File: src/rtl/tdo_pkg.sv
package tdo_pkg;

  // ----------------------------------------------------------------
  // Clock and timing
  // ----------------------------------------------------------------
  localparam longint TDO_CLK_HZ = 100_000_000;
  localparam longint TDO_HOLD_SHORT_S = 10;
  localparam longint TDO_HOLD_LONG_S = 60;
  localparam longint TDO_HOLD_SHORT_CYC = TDO_HOLD_SHORT_S * TDO_CLK_HZ;
  localparam longint TDO_HOLD_LONG_CYC = TDO_HOLD_LONG_S * TDO_CLK_HZ;
  localparam int TDO_HB_US = 300;
  localparam int TDO_HB_CYC = int'((longint'(TDO_HB_US) * TDO_CLK_HZ) / 1_000_000);
  localparam int TDO_SETTLE_CYC = 2 * TDO_HB_CYC;
  localparam int TDO_TMR_W = 33;

  // ----------------------------------------------------------------
  // Signal processing
  // ----------------------------------------------------------------
  localparam int TDO_SIG_W = 16;
  localparam int TDO_INT_W = 2;
  localparam logic [TDO_INT_W-1:0] TDO_INT_FINAL = 2'h3;
  localparam logic [TDO_INT_W-1:0] TDO_INT_ZERO = 2'h0;
  localparam logic [TDO_SIG_W-1:0] TDO_THR_HIGH_GAIN = 16'h0006;
  localparam logic [TDO_SIG_W-1:0] TDO_THR_LOW_GAIN = 16'h000c;
  localparam logic [TDO_SIG_W-1:0] TDO_REF_STEP = 16'h0001;
  localparam int TDO_HYST_PCT = 17;

  // ----------------------------------------------------------------
  // Host register map
  // ----------------------------------------------------------------
  localparam int TDO_AW = 12;
  localparam logic [TDO_AW-1:0] TDO_CTRL_OFS = 12'h000;
  localparam logic [TDO_AW-1:0] TDO_STAT_OFS = 12'h004;
  localparam logic [TDO_AW-1:0] TDO_HBCNT_OFS = 12'h008;
  localparam int TDO_CTRL_SUPPLY = 0;
  localparam int TDO_CTRL_STRAP_A = 1;
  localparam int TDO_CTRL_STRAP_B = 2;
  localparam int TDO_CTRL_GAIN = 3;
  localparam int TDO_CTRL_LOAD_EN = 4;
  localparam int TDO_CTRL_FOLLOW = 5;
  localparam int TDO_CTRL_W = 6;
  localparam logic [TDO_CTRL_W-1:0] TDO_CTRL_RST = 6'h10;
  localparam int TDO_STAT_PIN = 0;
  localparam int TDO_STAT_SETTLED = 1;
  localparam int TDO_STAT_SUPPLY = 2;
  localparam int TDO_HBCNT_W = 16;

  typedef enum logic [1:0] {
    TDO_OFF = 2'h0,
    TDO_CAL = 2'h1,
    TDO_RUN = 2'h3
  } tdo_state_t;

  typedef enum logic [1:0] {
    TDO_HOLD_10 = 2'h0,
    TDO_HOLD_60 = 2'h1,
    TDO_HOLD_INF = 2'h2
  } tdo_hold_t;

  function automatic logic [TDO_SIG_W-1:0] tdo_hyst(input logic [TDO_SIG_W-1:0] thr);
    logic [31:0] prod;
    prod = (32'(thr) * 32'(TDO_HYST_PCT)) / 32'd100;
    return prod[TDO_SIG_W-1:0];
  endfunction

endpackage

File: src/rtl/tdo_if.sv
`timescale 1ns/1ps
interface tdo_if;
  logic supply_on;
  logic strap_a;
  logic strap_b;
  logic gain_strap;
  logic drv_lvl;
  logic drv_oe;
  logic load_en;
  logic load_up;
  logic pin_lvl;

  // A floating pin with no load reads low.
  assign pin_lvl = drv_oe ? drv_lvl : (load_en ? load_up : 1'h0);

  modport dev(input supply_on, input strap_a, input strap_b, input gain_strap, input pin_lvl,
              output drv_lvl, output drv_oe);
  modport host(output supply_on, output strap_a, output strap_b, output gain_strap,
               output load_en, output load_up, input pin_lvl);
endinterface

File: src/rtl/tdo_hold_timer.sv
`timescale 1ns/1ps
module tdo_hold_timer import tdo_pkg::*; #(
  parameter longint SHORT_CYC = TDO_HOLD_SHORT_CYC,
  parameter longint LONG_CYC = TDO_HOLD_LONG_CYC
) (
  input wire logic pclk,
  input wire logic presetn,
  input wire logic run,
  input wire tdo_hold_t sel,
  output logic expire
);

  localparam logic [TDO_TMR_W-1:0] LAST_SHORT = TDO_TMR_W'(SHORT_CYC - 1);
  localparam logic [TDO_TMR_W-1:0] LAST_LONG = TDO_TMR_W'(LONG_CYC - 1);

  logic [TDO_TMR_W-1:0] cnt_ff;
  logic [TDO_TMR_W-1:0] nxt_cnt;
  logic [TDO_TMR_W-1:0] last;
  logic hit;

  // The count restarts whenever the detection drops, so only a continuous one times out.
  assign last = (sel == TDO_HOLD_60) ? LAST_LONG : LAST_SHORT;
  assign hit = run && (sel != TDO_HOLD_INF) && (cnt_ff == last); // [RL3]
  assign nxt_cnt = (!run || hit) ? '0 : cnt_ff + TDO_TMR_W'(1);
  assign expire = hit;

  always_ff @(posedge pclk or negedge presetn) begin
    if (!presetn) begin
      cnt_ff <= '0;
    end else begin
      cnt_ff <= nxt_cnt;
    end
  end

endmodule

File: src/rtl/tdo_device.sv
// How it works
// RL1: Output asserts after three consecutive detecting bursts.
// RL2: Non-detecting burst clears integrator to zero.
// RL3: Continuous detection past timeout forces recalibration.
// RL4: DC timeout is ten, sixty seconds, or infinite.
// RL5: Two straps select mode and timeout.
// RL6: Straps sampled only at power-up.
// RL7: No recalibration input; power-up recalibrates.
// RL8: DC output follows detection until timeout.
// RL9: DC timeout recalibrates and drops output.
// RL10: Toggle mode flips output per new detection.
// RL11: Toggle timeout ten seconds, output state kept.
// RL12: Output floats 300 us after each burst.
// RL13: Variant parameter picks active-low or active-high.
// RL14: Observer pulls output toward inactive level; the host load pulls toward the active level unless follow is set.
// RL15: Host moves load opposite current output state.
// RL16: Host sets straps then cycles supply.
// RL17: Straps and gain always driven, never floating.
// RL18: Gain strap picks threshold six or twelve.
// RL19: Detection ends below threshold minus 17 percent.
// RL20: Reference tracks drift only without detection.
// RL21: Burst strobe advances integrator, timer and pulse; the hold timer here counts every pclk cycle instead.
`timescale 1ns/1ps
module tdo_device import tdo_pkg::*; #(
  parameter bit ACTIVE_HIGH = 1'b0,
  parameter longint HOLD_SHORT_CYC = TDO_HOLD_SHORT_CYC,
  parameter longint HOLD_LONG_CYC = TDO_HOLD_LONG_CYC,
  parameter int HB_CYC = TDO_HB_CYC
) (
  input wire logic pclk,
  input wire logic presetn,
  tdo_if.dev pins,
  input wire logic burst_done,
  input wire logic [TDO_SIG_W-1:0] burst_sample,
  output logic detect,
  output logic out_active,
  output logic [TDO_SIG_W-1:0] reference
);

  localparam int HB_W = $clog2(HB_CYC + 1);
  localparam logic [HB_W-1:0] HB_LOAD = HB_W'(HB_CYC);
  localparam logic [HB_W-1:0] HB_IDLE = '0;
  localparam bit IDLE_LVL = !ACTIVE_HIGH;

  // ----------------------------------------------------------------
  // State
  // ----------------------------------------------------------------
  tdo_state_t state_ff;
  tdo_state_t nxt_state;
  tdo_hold_t hold_ff;
  tdo_hold_t nxt_hold;
  logic toggle_ff;
  logic nxt_toggle;
  logic [TDO_SIG_W-1:0] thr_ff;
  logic [TDO_SIG_W-1:0] nxt_thr;
  logic [TDO_SIG_W-1:0] ref_ff;
  logic [TDO_SIG_W-1:0] nxt_ref;
  logic [TDO_INT_W-1:0] cnt_ff;
  logic [TDO_INT_W-1:0] nxt_cnt;
  logic det_ff;
  logic nxt_det;
  logic out_ff;
  logic nxt_out;
  logic recal_ff;
  logic nxt_recal;
  logic [HB_W-1:0] hb_ff;
  logic [HB_W-1:0] nxt_hb;
  logic pin_ff;
  logic nxt_pin;
  logic oe_ff;
  logic nxt_oe;

  // ----------------------------------------------------------------
  // Power and straps
  // ----------------------------------------------------------------
  logic powered;
  logic strap_take;
  tdo_hold_t strap_hold;
  logic strap_toggle;

  assign powered = pins.supply_on;
  // Straps are read only while leaving the unpowered state; later changes are ignored.
  assign strap_take = powered && (state_ff == TDO_OFF); // [RL6] [RL16]
  assign strap_toggle = !pins.strap_a && !pins.strap_b; // [RL5] [RL10]
  assign strap_hold = (pins.strap_a && !pins.strap_b) ? TDO_HOLD_60 :
                      (!pins.strap_a && pins.strap_b) ? TDO_HOLD_INF : TDO_HOLD_10; // [RL5] [RL4] [RL11]
  assign nxt_hold = strap_take ? strap_hold : hold_ff;
  assign nxt_toggle = strap_take ? strap_toggle : toggle_ff;
  assign nxt_thr = !strap_take ? thr_ff :
                   pins.gain_strap ? TDO_THR_HIGH_GAIN : TDO_THR_LOW_GAIN; // [RL18]

  // ----------------------------------------------------------------
  // Sequencer
  // ----------------------------------------------------------------
  logic cal_take;
  logic burst_run;

  // Recalibration has no pin of its own: only power-up and a hold timeout reach it.
  assign cal_take = burst_done && ((state_ff == TDO_CAL) || (state_ff == TDO_RUN && recal_ff)); // [RL7]
  assign burst_run = burst_done && (state_ff == TDO_RUN) && !recal_ff; // [RL21]

  always_comb begin
    nxt_state = state_ff;
    unique case (state_ff)
      TDO_OFF: begin
        if (powered) begin
          nxt_state = TDO_CAL;
        end
      end
      TDO_CAL: begin
        if (burst_done) begin
          nxt_state = TDO_RUN;
        end
      end
      TDO_RUN: begin
        nxt_state = TDO_RUN;
      end
      default: begin
        nxt_state = TDO_OFF;
      end
    endcase
  end

  // ----------------------------------------------------------------
  // Detection
  // ----------------------------------------------------------------
  logic [TDO_SIG_W:0] delta;
  logic above;
  logic released;
  logic det_set;
  logic det_clr;
  logic expire;
  logic drift_up;
  logic drift_dn;

  assign delta = {1'h0, burst_sample} - {1'h0, ref_ff};
  assign above = !delta[TDO_SIG_W] && (delta[TDO_SIG_W-1:0] >= thr_ff);
  // Hysteresis keeps a detection alive until the signal sags clearly below threshold.
  assign released = delta[TDO_SIG_W] || (delta[TDO_SIG_W-1:0] < (thr_ff - tdo_hyst(thr_ff))); // [RL19]
  assign det_set = burst_run && !det_ff && above && (cnt_ff == TDO_INT_FINAL - 2'h1); // [RL1]
  assign det_clr = expire || (burst_run && det_ff && released); // [RL9] [RL19]
  assign nxt_det = det_set || (det_ff && !det_clr);

  assign nxt_cnt = det_clr ? TDO_INT_ZERO :
                   (burst_run && !det_ff) ? (above ? cnt_ff + 2'h1 : TDO_INT_ZERO) : cnt_ff; // [RL1] [RL2]

  // Slow tracking, one level per quiet burst, so a creeping finger is not absorbed fast.
  assign drift_up = burst_run && !det_ff && !above && !delta[TDO_SIG_W] && (delta != '0); // [RL20]
  assign drift_dn = burst_run && !det_ff && delta[TDO_SIG_W]; // [RL20]
  assign nxt_ref = cal_take ? burst_sample :
                   drift_up ? ref_ff + TDO_REF_STEP :
                   drift_dn ? ref_ff - TDO_REF_STEP : ref_ff;

  assign nxt_recal = expire || (recal_ff && !cal_take); // [RL3]

  tdo_hold_timer #(
    .SHORT_CYC(HOLD_SHORT_CYC),
    .LONG_CYC(HOLD_LONG_CYC)
  ) u_hold (
    .pclk(pclk),
    .presetn(presetn),
    .run(det_ff && powered),
    .sel(toggle_ff ? TDO_HOLD_10 : hold_ff),
    .expire(expire)
  ); // [RL3] [RL11]

  // ----------------------------------------------------------------
  // Output pin
  // ----------------------------------------------------------------
  // DC follows the detection and drops on timeout; toggle flips on each new one only.
  assign nxt_out = toggle_ff ? (out_ff ^ det_set) : nxt_det; // [RL8] [RL9] [RL10] [RL11]
  assign nxt_hb = (burst_done && state_ff != TDO_OFF) ? HB_LOAD :
                  (hb_ff != HB_IDLE) ? hb_ff - HB_W'(1) : HB_IDLE; // [RL12] [RL21]
  assign nxt_pin = ACTIVE_HIGH ? nxt_out : !nxt_out; // [RL13]
  assign nxt_oe = (nxt_state != TDO_OFF) && (nxt_hb == HB_IDLE); // [RL12]

  assign pins.drv_lvl = pin_ff;
  assign pins.drv_oe = oe_ff;
  assign detect = det_ff;
  assign out_active = out_ff;
  assign reference = ref_ff;

  // ----------------------------------------------------------------
  // Registers
  // ----------------------------------------------------------------
  // Dropping the supply clears all but the strap settings and the reference; a power cycle or a hold timeout forces a recalibration.
  always_ff @(posedge pclk or negedge presetn) begin
    if (!presetn) begin
      state_ff <= TDO_OFF;
      hold_ff <= TDO_HOLD_10;
      toggle_ff <= 1'h0;
      thr_ff <= TDO_THR_LOW_GAIN;
      ref_ff <= '0;
      cnt_ff <= TDO_INT_ZERO;
      det_ff <= 1'h0;
      out_ff <= 1'h0;
      recal_ff <= 1'h0;
      hb_ff <= HB_IDLE;
      pin_ff <= IDLE_LVL;
      oe_ff <= 1'h0;
    end else if (!powered) begin
      state_ff <= TDO_OFF;
      cnt_ff <= TDO_INT_ZERO;
      det_ff <= 1'h0;
      out_ff <= 1'h0;
      recal_ff <= 1'h0;
      hb_ff <= HB_IDLE;
      pin_ff <= IDLE_LVL;
      oe_ff <= 1'h0;
    end else begin
      state_ff <= nxt_state;
      hold_ff <= nxt_hold;
      toggle_ff <= nxt_toggle;
      thr_ff <= nxt_thr;
      ref_ff <= nxt_ref;
      cnt_ff <= nxt_cnt;
      det_ff <= nxt_det;
      out_ff <= nxt_out;
      recal_ff <= nxt_recal;
      hb_ff <= nxt_hb;
      pin_ff <= nxt_pin;
      oe_ff <= nxt_oe;
    end
  end

endmodule

File: src/flat_wrapper.sv
// flat-port wrapper written by rule: the top's interface ports become plain ports
module tdo_device_flat import tdo_pkg::*;
#(
  parameter bit ACTIVE_HIGH = 1'b0,
  parameter longint HOLD_SHORT_CYC = TDO_HOLD_SHORT_CYC,
  parameter longint HOLD_LONG_CYC = TDO_HOLD_LONG_CYC,
  parameter int HB_CYC = TDO_HB_CYC
)
  (pclk, presetn, burst_done, burst_sample, detect, out_active, reference, pins_supply_on, pins_strap_a, pins_strap_b, pins_gain_strap, pins_drv_lvl, pins_drv_oe);
  tdo_if pins_i ();
  input wire logic pclk;
  input wire logic presetn;
  input wire logic burst_done;
  input wire logic [TDO_SIG_W-1:0] burst_sample;
  output logic detect;
  output logic out_active;
  output logic [TDO_SIG_W-1:0] reference;
  input wire logic [$bits(pins_i.supply_on)-1:0] pins_supply_on;
  input wire logic [$bits(pins_i.strap_a)-1:0] pins_strap_a;
  input wire logic [$bits(pins_i.strap_b)-1:0] pins_strap_b;
  input wire logic [$bits(pins_i.gain_strap)-1:0] pins_gain_strap;
  output wire logic [$bits(pins_i.drv_lvl)-1:0] pins_drv_lvl;
  output wire logic [$bits(pins_i.drv_oe)-1:0] pins_drv_oe;
  assign pins_i.supply_on = pins_supply_on;
  assign pins_i.strap_a = pins_strap_a;
  assign pins_i.strap_b = pins_strap_b;
  assign pins_i.gain_strap = pins_gain_strap;
  assign pins_drv_lvl = pins_i.drv_lvl;
  assign pins_drv_oe = pins_i.drv_oe;
  tdo_device #(.ACTIVE_HIGH(ACTIVE_HIGH), .HOLD_SHORT_CYC(HOLD_SHORT_CYC), .HOLD_LONG_CYC(HOLD_LONG_CYC), .HB_CYC(HB_CYC)) u_core (.pclk(pclk), .presetn(presetn), .pins(pins_i), .burst_done(burst_done), .burst_sample(burst_sample), .detect(detect), .out_active(out_active), .reference(reference));
endmodule
File: config.mk
export PLATFORM = sky130hd
export DESIGN_NAME = tdo_device_flat
export DESIGN_NICKNAME = d
export VERILOG_FILES = /design/src/rtl/tdo_pkg.sv /design/src/rtl/tdo_if.sv /design/src/rtl/tdo_hold_timer.sv /design/src/rtl/tdo_device.sv /design/src/flat_wrapper.sv
export SDC_FILE = /design/constraint.sdc
export NUM_CORES = 1
export LEC_CHECK = 0
export BUFFER_PORTS_ARGS = -buffer_cell sky130_fd_sc_hd__buf_2
export CAP_MARGIN = 30
export CORE_MARGIN = 10
export CORE_UTILIZATION = 55
export CTS_BUF_LIST = sky130_fd_sc_hd__clkbuf_16
export CTS_CLUSTER_SIZE = 24
export DETAILED_ROUTE_END_ITERATION = 7
export PLACE_DENSITY_LB_ADDON = 0.2
export SETUP_SLACK_MARGIN = 0.02
export SYNTH_ARGS = -nofsm -noshare
export SYNTH_HDL_FRONTEND = slang
export SYNTH_SLANG_ARGS = --single-unit
File: constraint.sdc
create_clock -name pclk -period 4.8 [get_ports pclk]
set_input_delay 0.24 -clock pclk [delete_from_list [all_inputs] [get_ports pclk]]
set_output_delay 0.24 -clock pclk [all_outputs]
set_load 0.01 [all_outputs]
Yosys cells after proc, flatten, opt, wreduce, memory -nomap -nowiden
Cells that the tools add are included.
{ "totals": {"out_inout_bits": 20, "in_bits": 23, "reg_bits": 92} }
{ "classes": {"div": 1, "n_reduce_logical": 50, "bitwise_logic": 1, "magnitude_cmp": 2, "multipliers": 1, "eq_ne": 7, "mux": 26, "addsub": 7} }
{ "op_table": {"columns": ["cell", "n"], "rows": [
  ["two-way mux 33 bit", 2],
  ["two-way mux 16 bit", 3],
  ["two-way mux 15 bit", 3],
  ["adder 33 x 1 -> 33 bit, second input constant", 1],
  ["equality test 33 bit", 1],
  ["divider 21 x 7 -> 32 bit, second input constant", 1],
  ["logical AND 1 bit", 25],
  ["multiplier 16 x 5 -> 21 bit, second input constant", 1],
  ["two-way mux 2 bit", 10],
  ["nonzero test 17 bit", 1],
  ["subtractor 16 x 16 -> 17 bit", 1],
  ["adder 16 x 1 -> 16 bit, second input constant", 1],
  ["greater-or-equal comparator 16 bit", 1],
  ["< comparator 16 bit", 1],
  ["subtractor 16 x 1 -> 16 bit, second input constant", 1],
  ["subtractor 16 bit", 1],
  ["zero test 15 bit", 1],
  ["nonzero test 15 bit", 1],
  ["subtractor 15 x 1 -> 15 bit, second input constant", 1],
  ["zero test 1 bit", 10],
  ["logical OR 1 bit", 6],
  ["two-way mux 1 bit", 6],
  ["one-hot mux 2 bit (3 select lines)", 1],
  ["equality test 2 x 1 -> 1 bit, second input constant", 2],
  ["10 further kinds", 13]
]} }

Depth between registers and ports, before layout
Gate-level depths: netlist of run 1.
{ "logic_depth": {"word_depth": 13, "mapped_depth": 23} }

By module
From an unflattened synthesis of run 1, not the netlist that was laid out.
{ "unflattened": {"cells_unflattened": 655, "hier_area_um2": 5695.5} }
{ "modules_own_cells": {"columns": ["module", "instances", "cells_each", "area_per_inst_um2"], "rows": [
  ["tdo_device", 1, 468, 3908.7],
  ["tdo_hold_timer", 1, 187, 1786.7]
]} }

Worst setup path before layout of run 1
OpenSTA, ideal clock, no wires.
{ "synth_path": {"path_kind": "reg2reg", "from": "reg u_core.ref_ff[0], in the netlist u_core.reference[0]", "to": "reg u_core.ref_ff[14], in the netlist u_core.reference[14]", "required_time_ns": 4.675, "stages_incl_launch_ff": 20, "setup_time_ns": 0.125, "n_path_buf": 0, "synth_period_minus_slack_ns": 5.220, "arrival_ns": 5.095, "slack_ns": -0.420, "cell_sequence": "dfrtp_1 > ha_1 > fa_1 > nand2b_1 > a21oi_1 > o41a_2 > a21oi_1 > o31ai_1 > o311a_1 > nand3_1 > fa_1 > a211o_1 > o211ai_1 > a21oi_1 > a41o_1 > o41ai_1 > o21ai_0 > xnor2_1 > o21ai_0 > mux2_2"} }
{ "synth_via": {"elab_chain_cells": 9, "elab_cells_between_ends": 17, "cone_classes": "add/sub: 3; order compare: 1; mux: 3; reduce/logical: 10"} }
{ "synth_lines": {"columns": ["item", "line", "rtl"], "rows": [
  ["from (decl)", "tdo_device.sv:56", "logic [TDO_SIG_W-1:0] ref_ff;"],
  ["from (signal assigned)", "tdo_device.sv:215", "ref_ff <= nxt_ref;"],
  ["subtractor 16 x 16 -> 17 bit", "tdo_device.sv:136", "assign delta = {1'h0, burst_sample} - {1'h0, ref_ff};"],
  ["greater-or-equal comparator 16 bit / zero test 1 bit (equally long branches)", "tdo_device.sv:137, tdo_device.sv:148", null],
  ["logical AND 1 bit", "tdo_device.sv:137", "assign above = !delta[TDO_SIG_W] && (delta[TDO_SIG_W-1:0] >= thr_ff);"],
  ["zero test 1 bit", "tdo_device.sv:148", "assign drift_up = burst_run && !det_ff && !above && !delta[TDO_SIG_W] && (delta != '0);"],
  ["logical AND 1 bit (3 in a row)", "tdo_device.sv:148", null],
  ["nonzero test 3 bit (no source line) / two-way mux 16 bit (equally long branches)", null, null],
  ["AND reduction 2 bit (no source line) / two-way mux 16 bit (equally long branches)", null, null]
]} }
Several ways; a longest one is shown, not always the timed one. The select of a mux whose other input is x is not followed.
A chain may end at the register's enable or synchronous reset.

Worst setup path in the final report of run 1
{ "layout_path": {"from": "reg u_core.ref_ff[4], in the netlist u_core.reference[4]", "to": "reg u_core.ref_ff[15], in the netlist u_core.reference[15]"} }
Same word-level chain as after synthesis.

==> impl_metrics.py, run 1 <==
metrics = {
    "outcome": {
        "status": "complete, no violations",
    },
    "layout": {
        "fillCellCount": 754,
        "final_layout_size_suffix_gt1_share_pct": 23.7,
        "regArea_sq_um": 1960,
        "final_cell_mix": "nor2_1 (81), dfrtp_1 (75), buf_4 (56), nand2_1 (44), buf_2 (41)",
        "fin_nets": 801,
        "multiInputGateArea_sq_um": 3750,
        "final_core_util_pct": 71.1,
        "n_antenna_cell": 0,
        "final_common_cell": "nor2_1",
        "syn_to_final_growth_pct": 24.4,
    },
    "sta": {
        "fin_crit_ps": 4640,
        "setup_slack_ps": 163,
        "rsz0062_at_grt": "true",
        "fmax_mhz": 216,
        "drv_slew": 0,
        "timing.setup.tns_ps": 0,
        "setup_violations": 0,
        "tightestPinTransition_ps": 866,
        "maxSlewHeadroom_pct": 41.7,
        "hold_viol": 0,
        "fin_crit_sh_pct": 96.6,
        "skew_ps": 8.90,
    },
    "place": {
        "dp_slack_ps": -109,
        "globalplace.congestion": 0.935,
        "place_hpwl_um": 11300,
        "io_buffers": 42,
    },
    "synthesis": {
        "syn_inst": 642,
        "synth_top_area_share_pct": 33.7,
        "yosys-top-cells-area": "dfrtp_1 (34%), ha_1 (8.4%), nor2_1 (5.5%), xor2_1 (4.8%), xnor2_1 (4.5%)",
        "synthesis.nets": 705,
        "yosys_warnings": 0,
        "async_flop_share_pct": 100,
        "ys_seq_area_share_pct": 34.6,
        "synth.avg_cell_area_sq_um": 8.79,
        "synth_cell_types": 69,
        "synth-edff-count": 0,
        "ys_ff_latch": 78,
        "syn_area_sq_um": 5640,
        "synth_top_area_cell": "dfrtp_1",
        "ys.flop_type": "dfrtp_1",
    },
    "cts": {
        "clk_latency_ps": 340,
        "htreeDepth": 3,
        "cts.path.max_buffers": 2,
        "cts_buffers": 9,
        "path_clk_slew_ps": 70,
        "clock-root-buffer": "clkbuf_16",
        "cts_sinks": 78,
        "cts_tree": "built",
    },
    "setup_path": {
        "crit_family": "compound AO/OA/AOI/OAI gates",
        "arrival_ps": 4840,
        "critPathLaunchType": "flop",
        "ff2ff_path_depth": 21,
        "path_depth": 21,
        "cpMaxStageDelayCell": "nor4_4",
        "regToRegSetupSlack_ps": 160,
        "cp.buffers_inverters": 4,
        "required_ps": 5000,
        "r2r_end": "u_core.reference[15]$_DFFE_PN0P_",
        "r2r-start": "u_core.reference[4]$_DFFE_PN0P_",
        "worstPathMaxFanout": 5,
        "timing_worst_setup_path_type": "flop to flop",
        "slowest_delay_ps": 410,
        "crit_chain": "inv_1 -> ha_1 -> o211ai_1 -> a21oi_1 -> buf_4 -> o221ai_1 -> o41ai_2 -> o2111ai_2 -> nor4_4 -> nand3_4 -> buf_8 -> ha_1 -> buf_4 -> or3_1 -> a31o_2 -> nand3_1 -> and4_2 -> o41ai_4 -> a41oi_2 -> mux2i_1 -> o221ai_1",
        "startpoint": "u_core.reference[4]$_DFFE_PN0P_",
        "endpoint_kind": "flop",
        "cp-endpoint": "u_core.reference[15]$_DFFE_PN0P_",
    },
    "die": {
        "die_w_um": 121,
        "dieArea_sq_um": 14700,
        "ios": 43,
        "chipHeight_um": 121,
        "coreArea_sq_um": 9860,
        "initial_core_util_pct": 57.2,
        "rows": 36,
    },
    "drt": {
        "route.detailed.drc": 0,
        "drt-total-wl_um": 15500,
        "detail_route.wl_per_cell_um": 17.7,
        "ant_nets": 0,
        "drtPass1Iterations": 5,
        "vias": 5129,
        "vias_per_cell": 5.86,
        "drt_iter0_markers": 407,
    },
    "grt": {
        "grt-ovfl-total": 0,
        "globalRouteTotalUtil_pct": 21.1,
        "grt_antenna_before_repair": 0,
        "first_global_vias": 5128,
        "grt_max_degree": 45,
        "grt_first_pass_wirelength_um": 25200,
    },
    "power_and_ir_drop": {
        "powerDensity_nw_per_um2": 591,
        "p_leak_nw": 3.10,
        "vdd_drop_max_mv": 0.317,
    },
    "run": {
        "drv_cap": 0,
    },
    "worst_hold_path": {
        "hold_path.class": "input pin to flop",
    },
}
## routing by layer
metal  track usage (%)  part of all wire [%]  routed length (um)  vias up
li1                  -                     -                   -     2492
met1              26.8                    43                6720     2448
met2              35.0                    48                7480      154
met3              4.42                   6.3                 975       35
met4              6.78                   2.3                 355        0
met5                 0                     0                   0        -
## logic make-up after synthesis
family,count (synthesis),share of synthesized area (%)
flops,78,34.6
fa+ha+maj,40,9.14
buf+inv,50,3.99
compound gates,141,16.7
mux,21,3.82
simple gates,252,22.4
xor+xnor,60,9.32
## synthesized netlist by cell type, drive strengths merged (11+ instances only)
| library cell | number |
|---|---|
| a21oi | 46 |
| and3 | 13 |
| dfrtp | 76 |
| ha | 38 |
| inv | 32 |
| mux2i | 17 |
| nand2 | 44 |
| nand3 | 25 |
| nor2 | 82 |
| nor2b | 14 |
| nor3 | 14 |
| nor4 | 11 |
| o21ai | 31 |
| xnor2 | 29 |
| xor2 | 31 |
## how the worst min path moves through the flow
stage | slack [ps] | cells after the start | to | startpoint
2_1_floorplan | -60 | 0 | u_core.cnt_ff[0]$_DFFE_PN0P_ | presetn
3_3_place_gp | 410 | 2 | u_core.thr_ff[3]$_DFFE_PN1P_ | pins_gain_strap
3_5_place_dp | 230 | 1 | u_core.u_hold.cnt_ff[32]$_DFF_PN0_ | presetn
4_1_cts | 50 | 2 | u_core.thr_ff[3]$_DFFE_PN1P_ | pins_gain_strap
5_1_grt | 60 | 2 | u_core.thr_ff[3]$_DFFE_PN1P_ | pins_gain_strap
6_report | 50 | 2 | u_core.thr_ff[3]$_DFFE_PN1P_ | pins_gain_strap
## where the power goes
group	leakage, nW	internal, mW	switching, mW
sequential	1.02	0.767	0.113
clock	0.143	0.404	0.299
combinational	1.94	1.20	1.37
total	3.10	2.37	1.78
## sequential cells by signal, indices dropped and copies added (netlist names)
name / flops
u_core.hb_ff: 15
u_core.state_ff: 2
u_core.pins.drv_oe: 1
u_core.out_active: 1
u_core.reference: 16
u_core.recal_ff: 1
u_core.cnt_ff: 2
u_core.u_hold.cnt_ff: 33
u_core.detect: 1
u_core.thr_ff: 2
u_core.toggle_ff: 1
u_core.hold_ff: 2
u_core.pins.drv_lvl: 1
## timing repair
item                       in CTS  in global routing
gates cloned                    0                  0
setup buffers                  13                  7
hold buffers                    1                  0
resized for setup              34                 20
pin swaps                      22                 25
hold endpoints to repair       34                  0
setup endpoints to repair       2                  6
## metrics by stage
| stage | cell area (sq um) | hold slack, ps | std cells | total power, mW |
|---|---|---|---|---|
| 2_1_floorplan | 5670 | -55.6 | 642 | 2.28 |
| 3_3_place_gp | 6230 | 407 | 838 | 2.94 |
| 3_5_place_dp | 6260 | 231 | 839 | 2.99 |
| 4_1_cts | 6840 | 51.2 | 869 | 3.94 |
| 5_1_grt | 7010 | 64.5 | 876 | 4.43 |
| 6_report | 7010 | 52.6 | 876 | 4.15 |
## final cells by class
class                           count  area share, %
Inverter                           32           1.71
Clock inverter                      7           1.03
Multi-Input combinational cell    514           53.5
Clock buffer                        9           3.21
Sequential cell                    78           27.9
Timing Repair Buffer              103           10.3
Tap cell                          133           2.37
(Power assumes the default switching activity.)
==> run 2: changes to the inputs <==
- BUFFER_PORTS_ARGS: -buffer_cell sky130_fd_sc_hd__buf_2 -> -buffer_cell sky130_fd_sc_hd__buf_4
==> run 2 against run 1 <==
- first-iteration DRC count increased by 11%
- via count decreased by 0.66%
- design area increased by 1.5%
- critical path depth decreased by 2
- largest power group unchanged
- clock-buffer cell count unchanged
- clock skew increased by 1.7 ps
- register-to-register slack got worse by 70 ps
- core utilization increased by 1.1 points
- total power decreased by 1.1%
- wire length decreased by 2.2%
- hold slack got worse by 14 ps
==> impl_metrics.py, run 2 (synthesis gave the netlist of run 1 again) <==
metrics = {
    "outcome": {
        "status": "complete, no violations",
    },
    "cts": {
        "clock-root-buffer": "clkbuf_16",
        "path_clk_slew_ps": 60,
        "cts_buffers": 9,
        "cts.path.max_buffers": 2,
        "clk_latency_ps": 340,
        "cts_tree": "built",
        "htreeDepth": 3,
        "cts_sinks": 78,
    },
    "setup_path": {
        "regToRegSetupSlack_ps": 100,
        "arrival_ps": 4920,
        "timing_worst_setup_path_type": "flop to flop",
        "r2r-start": "u_core.reference[0]$_DFFE_PN0P_",
        "endpoint_kind": "flop",
        "crit_family": "compound AO/OA/AOI/OAI gates",
        "cp.buffers_inverters": 0,
        "slowest_delay_ps": 540,
        "crit_chain": "ha_2 -> fa_2 -> nand2b_4 -> a21oi_4 -> o41a_4 -> o41ai_4 -> xnor2_2 -> nor4_4 -> nand3_4 -> fa_2 -> a211o_1 -> o211ai_1 -> a21oi_2 -> a41o_1 -> o41ai_4 -> o21ai_2 -> xnor2_1 -> o21ai_1 -> mux2_4",
        "cpMaxStageDelayCell": "o41a_4",
        "required_ps": 5020,
        "worstPathMaxFanout": 5,
        "startpoint": "u_core.reference[0]$_DFFE_PN0P_",
        "critPathLaunchType": "flop",
    },
    "sta": {
        "timing.setup.tns_ps": 0,
        "fmax_mhz": 213,
        "setup_slack_ps": 97.1,
        "tightestPinTransition_ps": 903,
        "fin_crit_sh_pct": 98.0,
        "fin_crit_ps": 4700,
        "maxSlewHeadroom_pct": 39.3,
        "drv_slew": 0,
        "rsz0062_at_grt": "true",
        "hold_slack_ps": 38.5,
        "setup_violations": 0,
        "skew_ps": 10.6,
        "hold_viol": 0,
    },
    "die": {
        "initial_core_util_pct": 57.2,
        "coreArea_sq_um": 9860,
        "ios": 43,
        "die_w_um": 121,
        "rows": 36,
        "chipHeight_um": 121,
        "dieArea_sq_um": 14700,
    },
    "drt": {
        "drtPass1Iterations": 5,
        "vias_per_cell": 5.84,
        "route.detailed.drc": 0,
        "ant_nets": 0,
        "drt_iter0_markers": 452,
        "detail_route.wl_per_cell_um": 17.4,
        "vias": 5095,
        "drt-total-wl_um": 15200,
    },
    "worst_hold_path": {
        "holdCritStartpoint": "pins_gain_strap",
        "hold_path.class": "input pin to flop",
    },
    "grt": {
        "grt_first_pass_wirelength_um": 24900,
        "grt_antenna_before_repair": 0,
        "first_global_vias": 4996,
        "grt_max_degree": 79,
        "grt-ovfl-total": 0,
        "globalRouteTotalUtil_pct": 20.6,
    },
    "power_and_ir_drop": {
        "p_leak_nw": 3.12,
        "p_total_mw": 4.10,
        "powerDensity_nw_per_um2": 576,
        "vdd_drop_max_mv": 0.228,
    },
    "place": {
        "globalplace.congestion": 0.955,
        "io_buffers": 42,
        "dp_cells": 844,
        "dp_slack_ps": -85.1,
        "place_hpwl_um": 11300,
        "placed_cell_area_sq_um": 6380,
    },
    "layout": {
        "largest_reg_flops": 33,
        "final_common_cell": "buf_4",
        "final_cells": 873,
        "fin_nets": 798,
        "stdcell_area_sq_um": 7120,
        "final_cell_mix": "buf_4 (95), nor2_1 (79), dfrtp_1 (75), nand2_1 (44), a21oi_1 (39)",
        "regMostFlops": "u_core.u_hold.cnt_ff",
        "n_antenna_cell": 0,
        "syn_to_final_growth_pct": 26.2,
        "final_layout_size_suffix_gt1_share_pct": 24.1,
        "final_core_util_pct": 72.2,
    },
    "run": {
        "drv_cap": 0,
    },
}
run 2: path summary, 6_finish.rpt:
check | end | cells past startpoint
setup / recovery | u_core.reference[14]$_DFFE_PN0P_ | 19
hold / removal | u_core.thr_ff[3]$_DFFE_PN1P_ | 2
setup reg to reg | u_core.reference[14]$_DFFE_PN0P_ | 19
hold reg to reg | u_core.u_hold.cnt_ff[0]$_DFF_PN0_ | 1
max in group asynchronous | u_core.thr_ff[3]$_DFFE_PN1P_ | 3
min in group asynchronous | u_core.u_hold.cnt_ff[31]$_DFF_PN0_ | 2
run 2: cell type report:
| type | instances | area [sq um] |
|---|---|---|
| Clock buffer | 9 | 225 |
| Clock inverter | 7 | 41.3 |
| Fill cell | 764 | 2750 |
| Inverter | 32 | 120 |
| Multi-Input combinational cell | 514 | 3810 |
| Sequential cell | 78 | 1960 |
| Tap cell | 133 | 166 |
| Timing Repair Buffer | 100 | 797 |
run 2: layer usage:
layer  share of wire [%]  vias up  GRT usage [%]  wire length [um]
met3                 5.4       14           4.19               816
met4                 1.0        0           5.14               157
li1                    -     2475              -                 -
met1                  46     2488           28.0              6930
met2                  48      118           32.9              7290
met5                   0        -              0                 0
run 2: where the power goes:
| group | switching (mW) | internal, mW |
|---|---|---|
| Combinational | 1.37 | 1.21 |
| Sequential | 0.119 | 0.767 |
| Clock | 0.290 | 0.347 |
| Total | 1.78 | 2.33 |
run 2: worst reg2reg max path: cells and delay by family, from the launching register on:
kind            cells  cell delay (ps)
compound gates     10             2260
fa+ha+maj           3              810
simple gates        3              620
flops               1              360
xor+xnor            2              290
mux                 1              260
run 2: timing repair:
action | CTS | global route
hold buffers | 0 | 1
gates resized for setup | 17 | 47
cloned | 0 | 0
setup endpoints to repair | 2 | 6
pin swaps | 9 | 25
endpoints found under the hold margin | 0 | 5
buffers inserted | 6 | 6
